==> config.mk <==
export PLATFORM = sky130hd
export DESIGN_NAME = pietr_top
export DESIGN_NICKNAME = d
export VERILOG_FILES = /design/src/pietr_pkg.sv /design/src/pietr_top.sv
export SDC_FILE = /design/constraint.sdc
export NUM_CORES = 2
export LEC_CHECK = 0
export BUFFER_PORTS_ARGS = -buffer_cell sky130_fd_sc_hd__buf_4
export CORE_MARGIN = 1
export CORE_UTILIZATION = 45
export DETAILED_ROUTE_END_ITERATION = 10
export GPL_TIMING_DRIVEN = 0
export PLACE_DENSITY = 0.65
export SETUP_SLACK_MARGIN = 0.3
export SLEW_MARGIN = 25
export SYNTH_ARGS = -nofsm -noshare
export SYNTH_HDL_FRONTEND = slang
export SYNTH_SLANG_ARGS = --single-unit
==> constraint.sdc <==
create_clock -name clk -period 26.9 [get_ports clk]
set_clock_uncertainty 0.2 [all_clocks]
set_input_delay 8.07 -clock clk [delete_from_list [all_inputs] [get_ports clk]]
set_output_delay 8.07 -clock clk [all_outputs]
set_load 0.01 [all_outputs]
==> src/pietr_pkg.sv <==
// Constants and types for the prioritized interrupt and event transfer block
package pietr_pkg;
  localparam int NODES = 8;
  localparam int CHANS = 8;
  localparam int NFAST = 2;
  // Trap number of node 0; node i uses base plus i
  localparam logic [6:0] NODE_TRAP_BASE = 7'h10;
  // Upper bound on response time in CPU clocks, used as the assertion and bench wait limit
  localparam int RESP_CYCLES = 8;
  // Register offsets (word index on the register port)
  localparam logic [7:0] OFS_NODE = 8'h00;
  localparam logic [7:0] OFS_SRC  = 8'h10;
  localparam logic [7:0] OFS_DST  = 8'h18;
  localparam logic [7:0] OFS_CNT  = 8'h20;
  localparam logic [7:0] OFS_CCTL = 8'h28;
  localparam logic [7:0] OFS_EDGE = 8'h30;
  localparam logic [7:0] OFS_STAT = 8'h31;
  localparam logic [7:0] OFS_PEND = 8'h32;
  // Node control field positions
  localparam int NC_LVL  = 0;
  localparam int NC_EN   = 6;
  localparam int NC_REQ  = 7;
  localparam int NC_XFER = 8;
  localparam int NC_CH   = 9;
  // Channel control field positions
  localparam int CC_WORD = 0;
  localparam int CC_INCS = 1;
  localparam int CC_INCD = 2;
  localparam int CC_CONT = 3;
  // Reset values and the level given to software trap requests
  localparam logic [15:0] RST_PTR  = 16'h0000;
  localparam logic [7:0]  RST_CNT  = 8'h00;
  localparam logic [3:0]  RST_CCTL = 4'h0;
  localparam logic [3:0]  RST_LVL  = 4'h0;
  localparam logic [3:0]  TRAP_LVL = 4'hf;
  // Edge select codes per fast pin
  localparam logic [1:0] EDGE_RISE = 2'h1;
  localparam logic [1:0] EDGE_FALL = 2'h2;
  localparam logic [1:0] EDGE_BOTH = 2'h3;

  typedef enum logic [1:0] {
    PIETR_IDLE = 2'b01,
    PIETR_WAIT = 2'b10
  } pietr_state_type;

  typedef struct packed {
    logic [15:0] src;
    logic [15:0] dst;
    logic        word;
    logic [2:0]  chan;
  } pietr_xfer_type;
endpackage

==> src/pietr_top.sv <==
// Interrupt arbiter, vectoring and eight-channel event transfer engine
`timescale 1ns/1ps
module pietr_top (
  input  wire logic                  clk,
  input  wire logic                  rst,
  input  wire logic [7:0]            reg_addr,
  input  wire logic [15:0]           reg_wdata,
  input  wire logic                  reg_wr,
  input  wire logic                  reg_rd,
  output logic [15:0]                reg_rdata_q,
  input  wire logic [pietr_pkg::NODES-1:0] periph_req,
  input  wire logic [pietr_pkg::NFAST-1:0] fast_pin,
  input  wire logic                  trap_valid,
  input  wire logic [6:0]            trap_num,
  input  wire logic [3:0]            cpu_level,
  input  wire logic                  cpu_ack,
  output logic                       irq_req_q,
  output logic [8:0]                 irq_vec_q,
  output logic [3:0]                 irq_level_q,
  output logic                       xfer_valid_q,
  output pietr_pkg::pietr_xfer_type  xfer_data_q,
  input  wire logic                  xfer_ready
);
  import pietr_pkg::*;

  // Vector offset from trap number, four bytes per trap
  function automatic logic [8:0] vec_of(input logic [6:0] t);
    return {t, 2'b00};
  endfunction

  // Pointer after a move: step of one byte or one word
  function automatic logic [15:0] ptr_next(input logic [15:0] p, input logic inc,
                                           input logic word);
    logic [15:0] step;
    step = word ? 16'h0002 : 16'h0001;
    return inc ? p + step : p;
  endfunction

  logic [NODES-1:0]  req_q;
  logic [NODES-1:0]  en_q;
  logic [NODES-1:0]  xf_q;
  logic [3:0]        lvl_q [NODES];
  logic [2:0]        nch_q [NODES];
  logic [15:0]       src_q [CHANS];
  logic [15:0]       dst_q [CHANS];
  logic [7:0]        cnt_q [CHANS];
  logic [3:0]        cctl_q [CHANS];
  logic [2*NFAST-1:0] edge_q;
  logic [NFAST-1:0]  s1_q;
  logic [NFAST-1:0]  s2_q;
  logic [NFAST-1:0]  s3_q;
  logic [NFAST-1:0]  stab_q;
  pietr_state_type   st_q;
  logic              trap_pend_q;
  logic [6:0]        trap_num_q;
  logic              irq_trap_q;
  logic [2:0]        irq_idx_q;
  pietr_xfer_type    e1_q;
  logic [1:0]        bcnt_q;
  logic [15:0]       rdata_d;

  // Register decode
  wire        in_node = reg_addr < OFS_SRC;
  wire        in_src  = reg_addr >= OFS_SRC && reg_addr < OFS_DST;
  wire        in_dst  = reg_addr >= OFS_DST && reg_addr < OFS_CNT;
  wire        in_cnt  = reg_addr >= OFS_CNT && reg_addr < OFS_CCTL;
  wire        in_cctl = reg_addr >= OFS_CCTL && reg_addr < OFS_EDGE;
  wire [2:0]  ridx    = reg_addr[2:0];
  wire        wr_node = reg_wr && in_node && reg_addr[3] == 1'b0;

  // Fast pin edges from the agreeing second and third stages
  wire [NFAST-1:0] agree = ~(s2_q ^ s3_q);
  wire [NFAST-1:0] rise  = agree & s3_q & ~stab_q;
  wire [NFAST-1:0] fall  = agree & ~s3_q & stab_q;
  logic [NODES-1:0] fast_hit;
  always_comb begin
    fast_hit = '0;
    for (int f = 0; f < NFAST; f++) begin
      fast_hit[f] = (rise[f] && edge_q[2*f]) || (fall[f] && edge_q[2*f+1]);
    end
  end

  // Arbiter: highest level wins, lower index breaks ties
  logic       win_valid;
  logic [2:0] win_idx;
  logic [3:0] win_lvl;
  always_comb begin
    win_valid = 1'b0;
    win_idx   = 3'h0;
    win_lvl   = 4'h0;
    for (int i = 0; i < NODES; i++) begin
      if (req_q[i] && en_q[i] && (!win_valid || lvl_q[i] > win_lvl)) begin
        win_valid = 1'b1;
        win_idx   = i[2:0];
        win_lvl   = lvl_q[i];
      end
    end
  end

  // Service choice
  wire [2:0] win_ch    = nch_q[win_idx];
  wire       ch_cont   = cctl_q[win_ch][CC_CONT];
  wire       chan_live = cnt_q[win_ch] != 8'h00 || ch_cont;
  wire       buf_rdy   = bcnt_q != 2'h2;
  wire       st_idle   = st_q == PIETR_IDLE;
  wire       do_xfer   = win_valid && xf_q[win_idx] && chan_live && buf_rdy;
  wire       do_trap   = st_idle && trap_pend_q;
  wire       vec_cand  = win_valid && (!xf_q[win_idx] || !chan_live);
  wire       do_vec    = st_idle && !trap_pend_q && vec_cand && win_lvl > cpu_level;
  wire       ack_node  = st_q == PIETR_WAIT && cpu_ack && !irq_trap_q;
  wire [6:0] win_trap  = NODE_TRAP_BASE + {4'h0, win_idx};

  // Winner's channel fields, sampled by the pointer and count checks
  wire [15:0] win_src  = src_q[win_ch];
  wire [7:0]  win_cnt  = cnt_q[win_ch];
  wire        win_incs = cctl_q[win_ch][CC_INCS];
  wire        win_word = cctl_q[win_ch][CC_WORD];

  // Request flags: set wins over any clear
  logic [NODES-1:0] req_set;
  logic [NODES-1:0] req_clr;
  always_comb begin
    for (int i = 0; i < NODES; i++) begin
      req_set[i] = periph_req[i] || fast_hit[i] ||
                   (wr_node && ridx == i[2:0] && reg_wdata[NC_REQ]);
      req_clr[i] = (do_xfer && win_idx == i[2:0]) || (ack_node && irq_idx_q == i[2:0]) ||
                   (wr_node && ridx == i[2:0] && !reg_wdata[NC_REQ]);
    end
  end
  wire [NODES-1:0] req_d = req_set | (req_q & ~req_clr);

  always_ff @(posedge clk or posedge rst) begin
    if (rst) begin
      req_q <= '0;
      en_q  <= '0;
      xf_q  <= '0;
      for (int i = 0; i < NODES; i++) begin
        lvl_q[i] <= RST_LVL;
        nch_q[i] <= 3'h0;
      end
    end else begin
      req_q <= req_d;
      if (wr_node) begin
        en_q[ridx]  <= reg_wdata[NC_EN];
        xf_q[ridx]  <= reg_wdata[NC_XFER];
        lvl_q[ridx] <= reg_wdata[NC_LVL +: 4];
        nch_q[ridx] <= reg_wdata[NC_CH +: 3];
      end
    end
  end

  // per-channel state, hardware update wins over software
  always_ff @(posedge clk or posedge rst) begin
    if (rst) begin
      for (int c = 0; c < CHANS; c++) begin
        src_q[c]  <= RST_PTR;
        dst_q[c]  <= RST_PTR;
        cnt_q[c]  <= RST_CNT;
        cctl_q[c] <= RST_CCTL;
      end
    end else begin
      if (reg_wr && in_src) src_q[ridx] <= reg_wdata;
      if (reg_wr && in_dst) dst_q[ridx] <= reg_wdata;
      if (reg_wr && in_cnt) cnt_q[ridx] <= reg_wdata[7:0];
      if (reg_wr && in_cctl) cctl_q[ridx] <= reg_wdata[3:0];
      if (do_xfer) begin
        src_q[win_ch] <= ptr_next(src_q[win_ch], cctl_q[win_ch][CC_INCS],
                                  cctl_q[win_ch][CC_WORD]);
        dst_q[win_ch] <= ptr_next(dst_q[win_ch], cctl_q[win_ch][CC_INCD],
                                  cctl_q[win_ch][CC_WORD]);
        if (!ch_cont) cnt_q[win_ch] <= cnt_q[win_ch] - 8'h01;
      end
    end
  end

  // Fast pin synchroniser; only stages two and three are looked at
  always_ff @(posedge clk or posedge rst) begin
    if (rst) begin
      s1_q   <= '0;
      s2_q   <= '0;
      s3_q   <= '0;
      stab_q <= '0;
      edge_q <= '0;
    end else begin
      s1_q   <= fast_pin;
      s2_q   <= s1_q;
      s3_q   <= s2_q;
      stab_q <= (agree & s3_q) | (~agree & stab_q);
      if (reg_wr && reg_addr == OFS_EDGE) edge_q <= reg_wdata[2*NFAST-1:0];
    end
  end

  // Software trap capture; a new trap while one waits is dropped
  always_ff @(posedge clk or posedge rst) begin
    if (rst) begin
      trap_pend_q <= 1'b0;
      trap_num_q  <= 7'h00;
    end else if (trap_valid && !trap_pend_q) begin
      trap_pend_q <= 1'b1;
      trap_num_q  <= trap_num;
    end else if (do_trap) begin
      trap_pend_q <= 1'b0;
    end
  end

  // Vectored request handshake: held until the CPU acknowledges
  // request launched next clock
  always_ff @(posedge clk or posedge rst) begin
    if (rst) begin
      st_q        <= PIETR_IDLE;
      irq_req_q   <= 1'b0;
      irq_vec_q   <= 9'h000;
      irq_level_q <= 4'h0;
      irq_trap_q  <= 1'b0;
      irq_idx_q   <= 3'h0;
    end else begin
      case (st_q)
        PIETR_IDLE: begin
          if (do_trap) begin
            st_q        <= PIETR_WAIT;
            irq_req_q   <= 1'b1;
            irq_vec_q   <= vec_of(trap_num_q);
            irq_level_q <= TRAP_LVL;
            irq_trap_q  <= 1'b1;
          end else if (do_vec) begin
            st_q        <= PIETR_WAIT;
            irq_req_q   <= 1'b1;
            irq_vec_q   <= vec_of(win_trap);
            irq_level_q <= win_lvl;
            irq_trap_q  <= 1'b0;
            irq_idx_q   <= win_idx;
          end
        end
        PIETR_WAIT: begin
          if (cpu_ack) begin
            st_q      <= PIETR_IDLE;
            irq_req_q <= 1'b0;
          end
        end
        default: st_q <= PIETR_IDLE;
      endcase
    end
  end

  // Two-entry move buffer; head is the output register itself
  pietr_xfer_type xin;
  assign xin.src  = src_q[win_ch];
  assign xin.dst  = dst_q[win_ch];
  assign xin.word = cctl_q[win_ch][CC_WORD];
  assign xin.chan = win_ch;
  wire pop = xfer_valid_q && xfer_ready;

  always_ff @(posedge clk or posedge rst) begin
    if (rst) begin
      bcnt_q       <= 2'h0;
      xfer_valid_q <= 1'b0;
      xfer_data_q  <= '0;
      e1_q         <= '0;
    end else begin
      if (pop && do_xfer) begin
        if (bcnt_q == 2'h1) xfer_data_q <= xin;
        else begin
          xfer_data_q <= e1_q;
          e1_q        <= xin;
        end
      end else if (pop) begin
        xfer_data_q  <= e1_q;
        bcnt_q       <= bcnt_q - 2'h1;
        xfer_valid_q <= bcnt_q == 2'h2;
      end else if (do_xfer) begin
        if (bcnt_q == 2'h0) xfer_data_q <= xin;
        else e1_q <= xin;
        bcnt_q       <= bcnt_q + 2'h1;
        xfer_valid_q <= 1'b1;
      end
    end
  end

  // Read data mux, registered one cycle later
  always_comb begin
    rdata_d = 16'h0000;
    if (in_node && reg_addr[3] == 1'b0) begin
      rdata_d[NC_LVL +: 4] = lvl_q[ridx];
      rdata_d[NC_EN]       = en_q[ridx];
      rdata_d[NC_REQ]      = req_q[ridx];
      rdata_d[NC_XFER]     = xf_q[ridx];
      rdata_d[NC_CH +: 3]  = nch_q[ridx];
    end else if (in_src) rdata_d = src_q[ridx];
    else if (in_dst) rdata_d = dst_q[ridx];
    else if (in_cnt) rdata_d = {8'h00, cnt_q[ridx]};
    else if (in_cctl) rdata_d = {12'h000, cctl_q[ridx]};
    else if (reg_addr == OFS_EDGE) rdata_d = {12'h000, edge_q};
    else if (reg_addr == OFS_STAT) rdata_d = {12'h000, trap_pend_q, !st_idle, bcnt_q};
    else if (reg_addr == OFS_PEND) rdata_d = {8'h00, req_q};
  end

  always_ff @(posedge clk or posedge rst) begin
    if (rst) reg_rdata_q <= 16'h0000;
    else if (reg_rd) reg_rdata_q <= rdata_d;
  end

  AST_RESP: assert property (@(posedge clk) disable iff (rst)
    do_vec |-> ##[1:8] irq_req_q) else $error("vectored request not raised in time");
  AST_ROUTE: assert property (@(posedge clk) disable iff (rst)
    do_xfer |-> xf_q[win_idx] && !do_vec) else $error("transfer on vector-routed node");
  AST_STEAL: assert property (@(posedge clk) disable iff (rst)
    (do_xfer && !irq_req_q && !do_trap) |=> xfer_valid_q && !irq_req_q)
    else $error("transfer branched");
  AST_PTR: assert property (@(posedge clk) disable iff (rst)
    do_xfer |=> src_q[$past(win_ch)] == $past(win_src) +
      ($past(win_incs) ? ($past(win_word) ? 16'h0002 : 16'h0001) : 16'h0000))
    else $error("source pointer wrong");
  AST_CNT: assert property (@(posedge clk) disable iff (rst)
    (do_xfer && !ch_cont) |=> cnt_q[$past(win_ch)] == $past(win_cnt) - 8'h01)
    else $error("count not decremented");
  AST_ZERO: assert property (@(posedge clk) disable iff (rst)
    (win_valid && xf_q[win_idx] && cnt_q[win_ch] == 8'h00 && !ch_cont) |-> !do_xfer)
    else $error("transfer with zero count");
  AST_LVL: assert property (@(posedge clk) disable iff (rst)
    (st_q == PIETR_WAIT && !irq_trap_q) |-> irq_level_q > $past(cpu_level, 1) ||
    $past(st_q) == PIETR_WAIT) else $error("non-preempting level accepted");
  AST_VEC: assert property (@(posedge clk) disable iff (rst)
    (irq_req_q && !irq_trap_q) |-> irq_vec_q == vec_of(NODE_TRAP_BASE + {4'h0, irq_idx_q}))
    else $error("vector offset wrong");
  AST_CLR: assert property (@(posedge clk) disable iff (rst)
    (ack_node && !req_set[irq_idx_q]) |=> !req_q[$past(irq_idx_q)])
    else $error("request not cleared on accept");
endmodule

==> run_results.csv <==
group,metric,value,unit
status,outcome,"finished, final reports clean",
clock_network,cts_buffers,66,
setup_path,reg2regPathDepth,70,
timing,finalHoldViolCount,0,
synth,synth_top_flop_cell,"dfrtp_1",
setup_path,cp_common_cell,"ha_1",
setup_path,critPathMaxFanout,10,
global_routing,grt_pass1_wl,216000,um
timing,worst_pin_slew,1.20,ns
finish,most-common-layout-cells,"560 x dfrtp_1, 509 x nand2_1, 367 x mux2_2, 251 x o21ai_0, 225 x mux2i_1",
drt,vias,31200,
timing,slew_headroom,20.3,%
min_path,worstHoldStart,"s1_q[0]",
synth,yosysTopAreaCell,"dfrtp_1",
global_routing,antenna_found_initial,13,
drt,post_drt_wl_per_cell,33.2,um
global_routing,grt_max_degree,94,
drt,drt_iter0_drc,4951,
setup_path,endpoint_kind,"flop",
finish,nFillCells,6838,
clock_network,postCtsSetupBuffers,0,
synth,ys_ff_latch,561,
global_routing,grt_overflow,0,
finish,layout_commonest_cell,"dfrtp_1",
setup_path,r2r-end,"xfer_data_q[14]",
min_path,holdPathEnd,"s2_q[0]",
setup_path,cpPeakStageDelay,0.71,ns
timing,setup_ws,6.51,ns
synth,yosys-top-cells-area,"dfrtp_1 41%, mux2_2 12%, mux4_2 7.8%",
synth,synth.yosys.seq_area_share,41.0,%
placed_design,dp_hpwl,107000,um
setup_path,arrival,20.69,ns
synth,yosysWarnings,0,
pwr,report.power.total,4.00,mW
setup_path,r2r-start,"req_q[0]",
synth,synth_area,0.0342,mm2
die,ios,119,
placed_design,portBuffers,112,
timing,fin_crit,20.39,ns
setup_path,critical_path_class,"flop to flop",
clock_network,clkLatencyLatePin,0.66,ns
clock_network,clock_sinks,561,
global_routing,first_global_vias,29500,
synth,synth_edf_count,0,
setup_path,crit_required,27.20,ns
finish,final-seq-area,0.0140,mm2
min_path,min_path_cells,0,
pwr,p_sw_share,43.2,%
die,placeableCoreArea,0.0748,mm2
drt,firstDrtPassIters,7,
clock_network,postCtsHoldBufs,0,
clock_network,cts-root-buf,"clkbuf_16",
die,rows,100,
pwr,leakage,17.3,nW
setup_path,r2r_setup_slack,6.51,ns
clock_network,cts_resized,0,
placed_design,gp_congestion,1.04,
die,die_h,278,um
die,dieArea,0.0771,mm2
timing,report.final.slew_viol_count,0,
pwr,clkPwrFrac,24.3,%
synth,syn_area_per_cell,10.2,um2
timing,min_period_over_period,75.8,%
clock_network,tritoncts,"done",
min_path,hold_class,"flop to flop",
finish,nets,3641,
drt,avgViaCountPerCell,6.85,
pwr,p_int,2.27,mW
synth,async_reset_ff_share,100,%
synth,synth_top_cell_area_share,41.0,%
pwr,power_frac_seq,31.0,%
pwr,ir_worst_vdd,52.6,uV
placed_design,dpl.cell_count,4439,
finish,multiInputGateArea,0.0189,mm2
finish,drive_gt1_share,24.7,%
global_routing,grt_use_total,38.9,%
timing,fmax,49.0,MHz
synth,syn_inst,3346,
pwr,power_density,103,mW/mm2
setup_path,crit_slowest_cell,"buf_1",
die,initial_core_util,45.7,%
drt,postRouteAntennaNets,0,
timing,grt_setup_unrepaired,"false",
flow_run,drv_cap,0,
clock_network,clkTransAtPathRegs,0.06,ns
timing,setup_viol,0,
finish,stdcell_count,4562,
placed_design,place_ws,7.25,ns
drt,totalWireLength,152000,um
drt,drc,0,
synth,yosysUniqueCellTypes,100,
finish,syn_to_final_growth,13.7,%
setup_path,start_kind,"flop",
pwr,power_frac_comb,44.7,%
clock_network,clockBufferDepth,3,
pwr,p_sw,1.73,mW
clock_network,htreeDepth,3,
die,die_w,278,um
-- layer usage --
layer	vias up	GRT usage (%)	routed length, um	share of wire [%]
met5	-	1.06	199	0.13
met4	14	23.5	10400	6.8
met3	597	15.6	22900	15
met2	2494	53.0	60700	40
met1	15600	51.4	57500	38
li1	12600	-	-	-
-- cells in the mapped netlist, types with 7 or more instances --
cell      number
nand3b_1       8
nor3_2         7
or3_1          9
a211o_1        7
a211oi_1      32
a221o_1        8
and3_1        32
dfrtp_1      560
o211ai_1      15
inv_1         58
nand2_1      509
a21o_1        12
nor4_1         8
xnor2_1       14
nor2_1       210
nand2b_1       7
ha_1          49
buf_2         42
a31oi_1       16
clkbuf_1     149
nand4_1       12
o22ai_1       25
and2_1        14
buf_1         38
a311oi_1      11
buf_4         12
nor2b_1       29
a221oi_1      18
o21ai_1       31
mux4_2       119
xor2_1        13
mux2i_1      225
nor3_1        21
mux2_2       367
o21ai_0      251
a21oi_1      189
nand3_1       49
o221ai_1      26
or2_2          8
buf_6          9
-- area by class of cell --
type	count	share of cell area, %
Clock inverter	25	0.910
Timing Repair Buffer	123	2.78
Sequential cell	561	36.1
Inverter	60	0.598
Antenna cell	3	0.0193
Clock buffer	95	4.97
Buffer	253	3.07
Multi-Input combinational cell	2473	48.5
Tap cell	969	3.12
-- cell families after synthesis --
logic type | synth area share [%]
AND/OR/NAND/NOR | 12.5
other | 0.0110
XOR/XNOR | 1.07
flip-flops | 41.0
adder cells (fa/ha/maj) | 1.91
AO/OA/AOI/OAI | 12.9
buffers and inverters | 4.04
multiplexers | 26.6
-- power by group through the flow --
stage | Combinational [mW] | Sequential (mW) | Clock, mW
global route | 1.87 | 1.26 | 1.01
global placement | 1.67 | 1.24 | 0
CTS | 1.71 | 1.23 | 0.969
floorplan | 1.09 | 1.20 | 0
finish | 1.79 | 1.24 | 0.973
detailed placement | 1.70 | 1.24 | 0
-- worst max-delay path: cells and delay by family, from the launching register on --
kind                       cells  cell delay (ns)
and+or+nand+nor               17             3.43
DFF                            1             0.56
adders and majority gates      9             2.53
muxes                          3             1.16
buffers and inverters         16             5.82
AOI/OAI and AO/OA             25             6.49
-- through the flow --
step           setup TNS (ns)  utilization (%)  area (um2)  hold slack [ns]
2_1_floorplan               0                -       34200            0.131
3_3_place_gp         -2326.53             48.5       36300            0.132
3_5_place_dp                0             48.9       36600            0.148
4_1_cts                     0             52.0       38900            0.163
5_1_grt                     0             52.0       38900            0.173
6_report                    0             52.0       38900            0.159
-- sequential cells by signal, indices dropped and copies added, names as in the netlist, 16 cells and up, named ones only --
signal / flops
cctl_q: 32
cnt_q: 64
dst_q: 128
e1_q: 36
lvl_q: 32
nch_q: 24
reg_rdata_q: 16
src_q: 128
xfer_data_q: 36
-- worst max-delay path by stage --
stage	startpoint	endpoint	slack, ns	depth (start not counted)
after floorplan	rst	async pin	2.94	1
after global placement	rst	xfer_data_q[24]	-4.25	2
after detailed placement	req_q[0]	xfer_data_q[14]	7.25	69
after CTS	req_q[0]	xfer_data_q[14]	7.18	69
after global routing	req_q[0]	xfer_data_q[8]	5.74	70
final	req_q[0]	xfer_data_q[14]	6.51	70
Power figures use the tool's default switching activity.
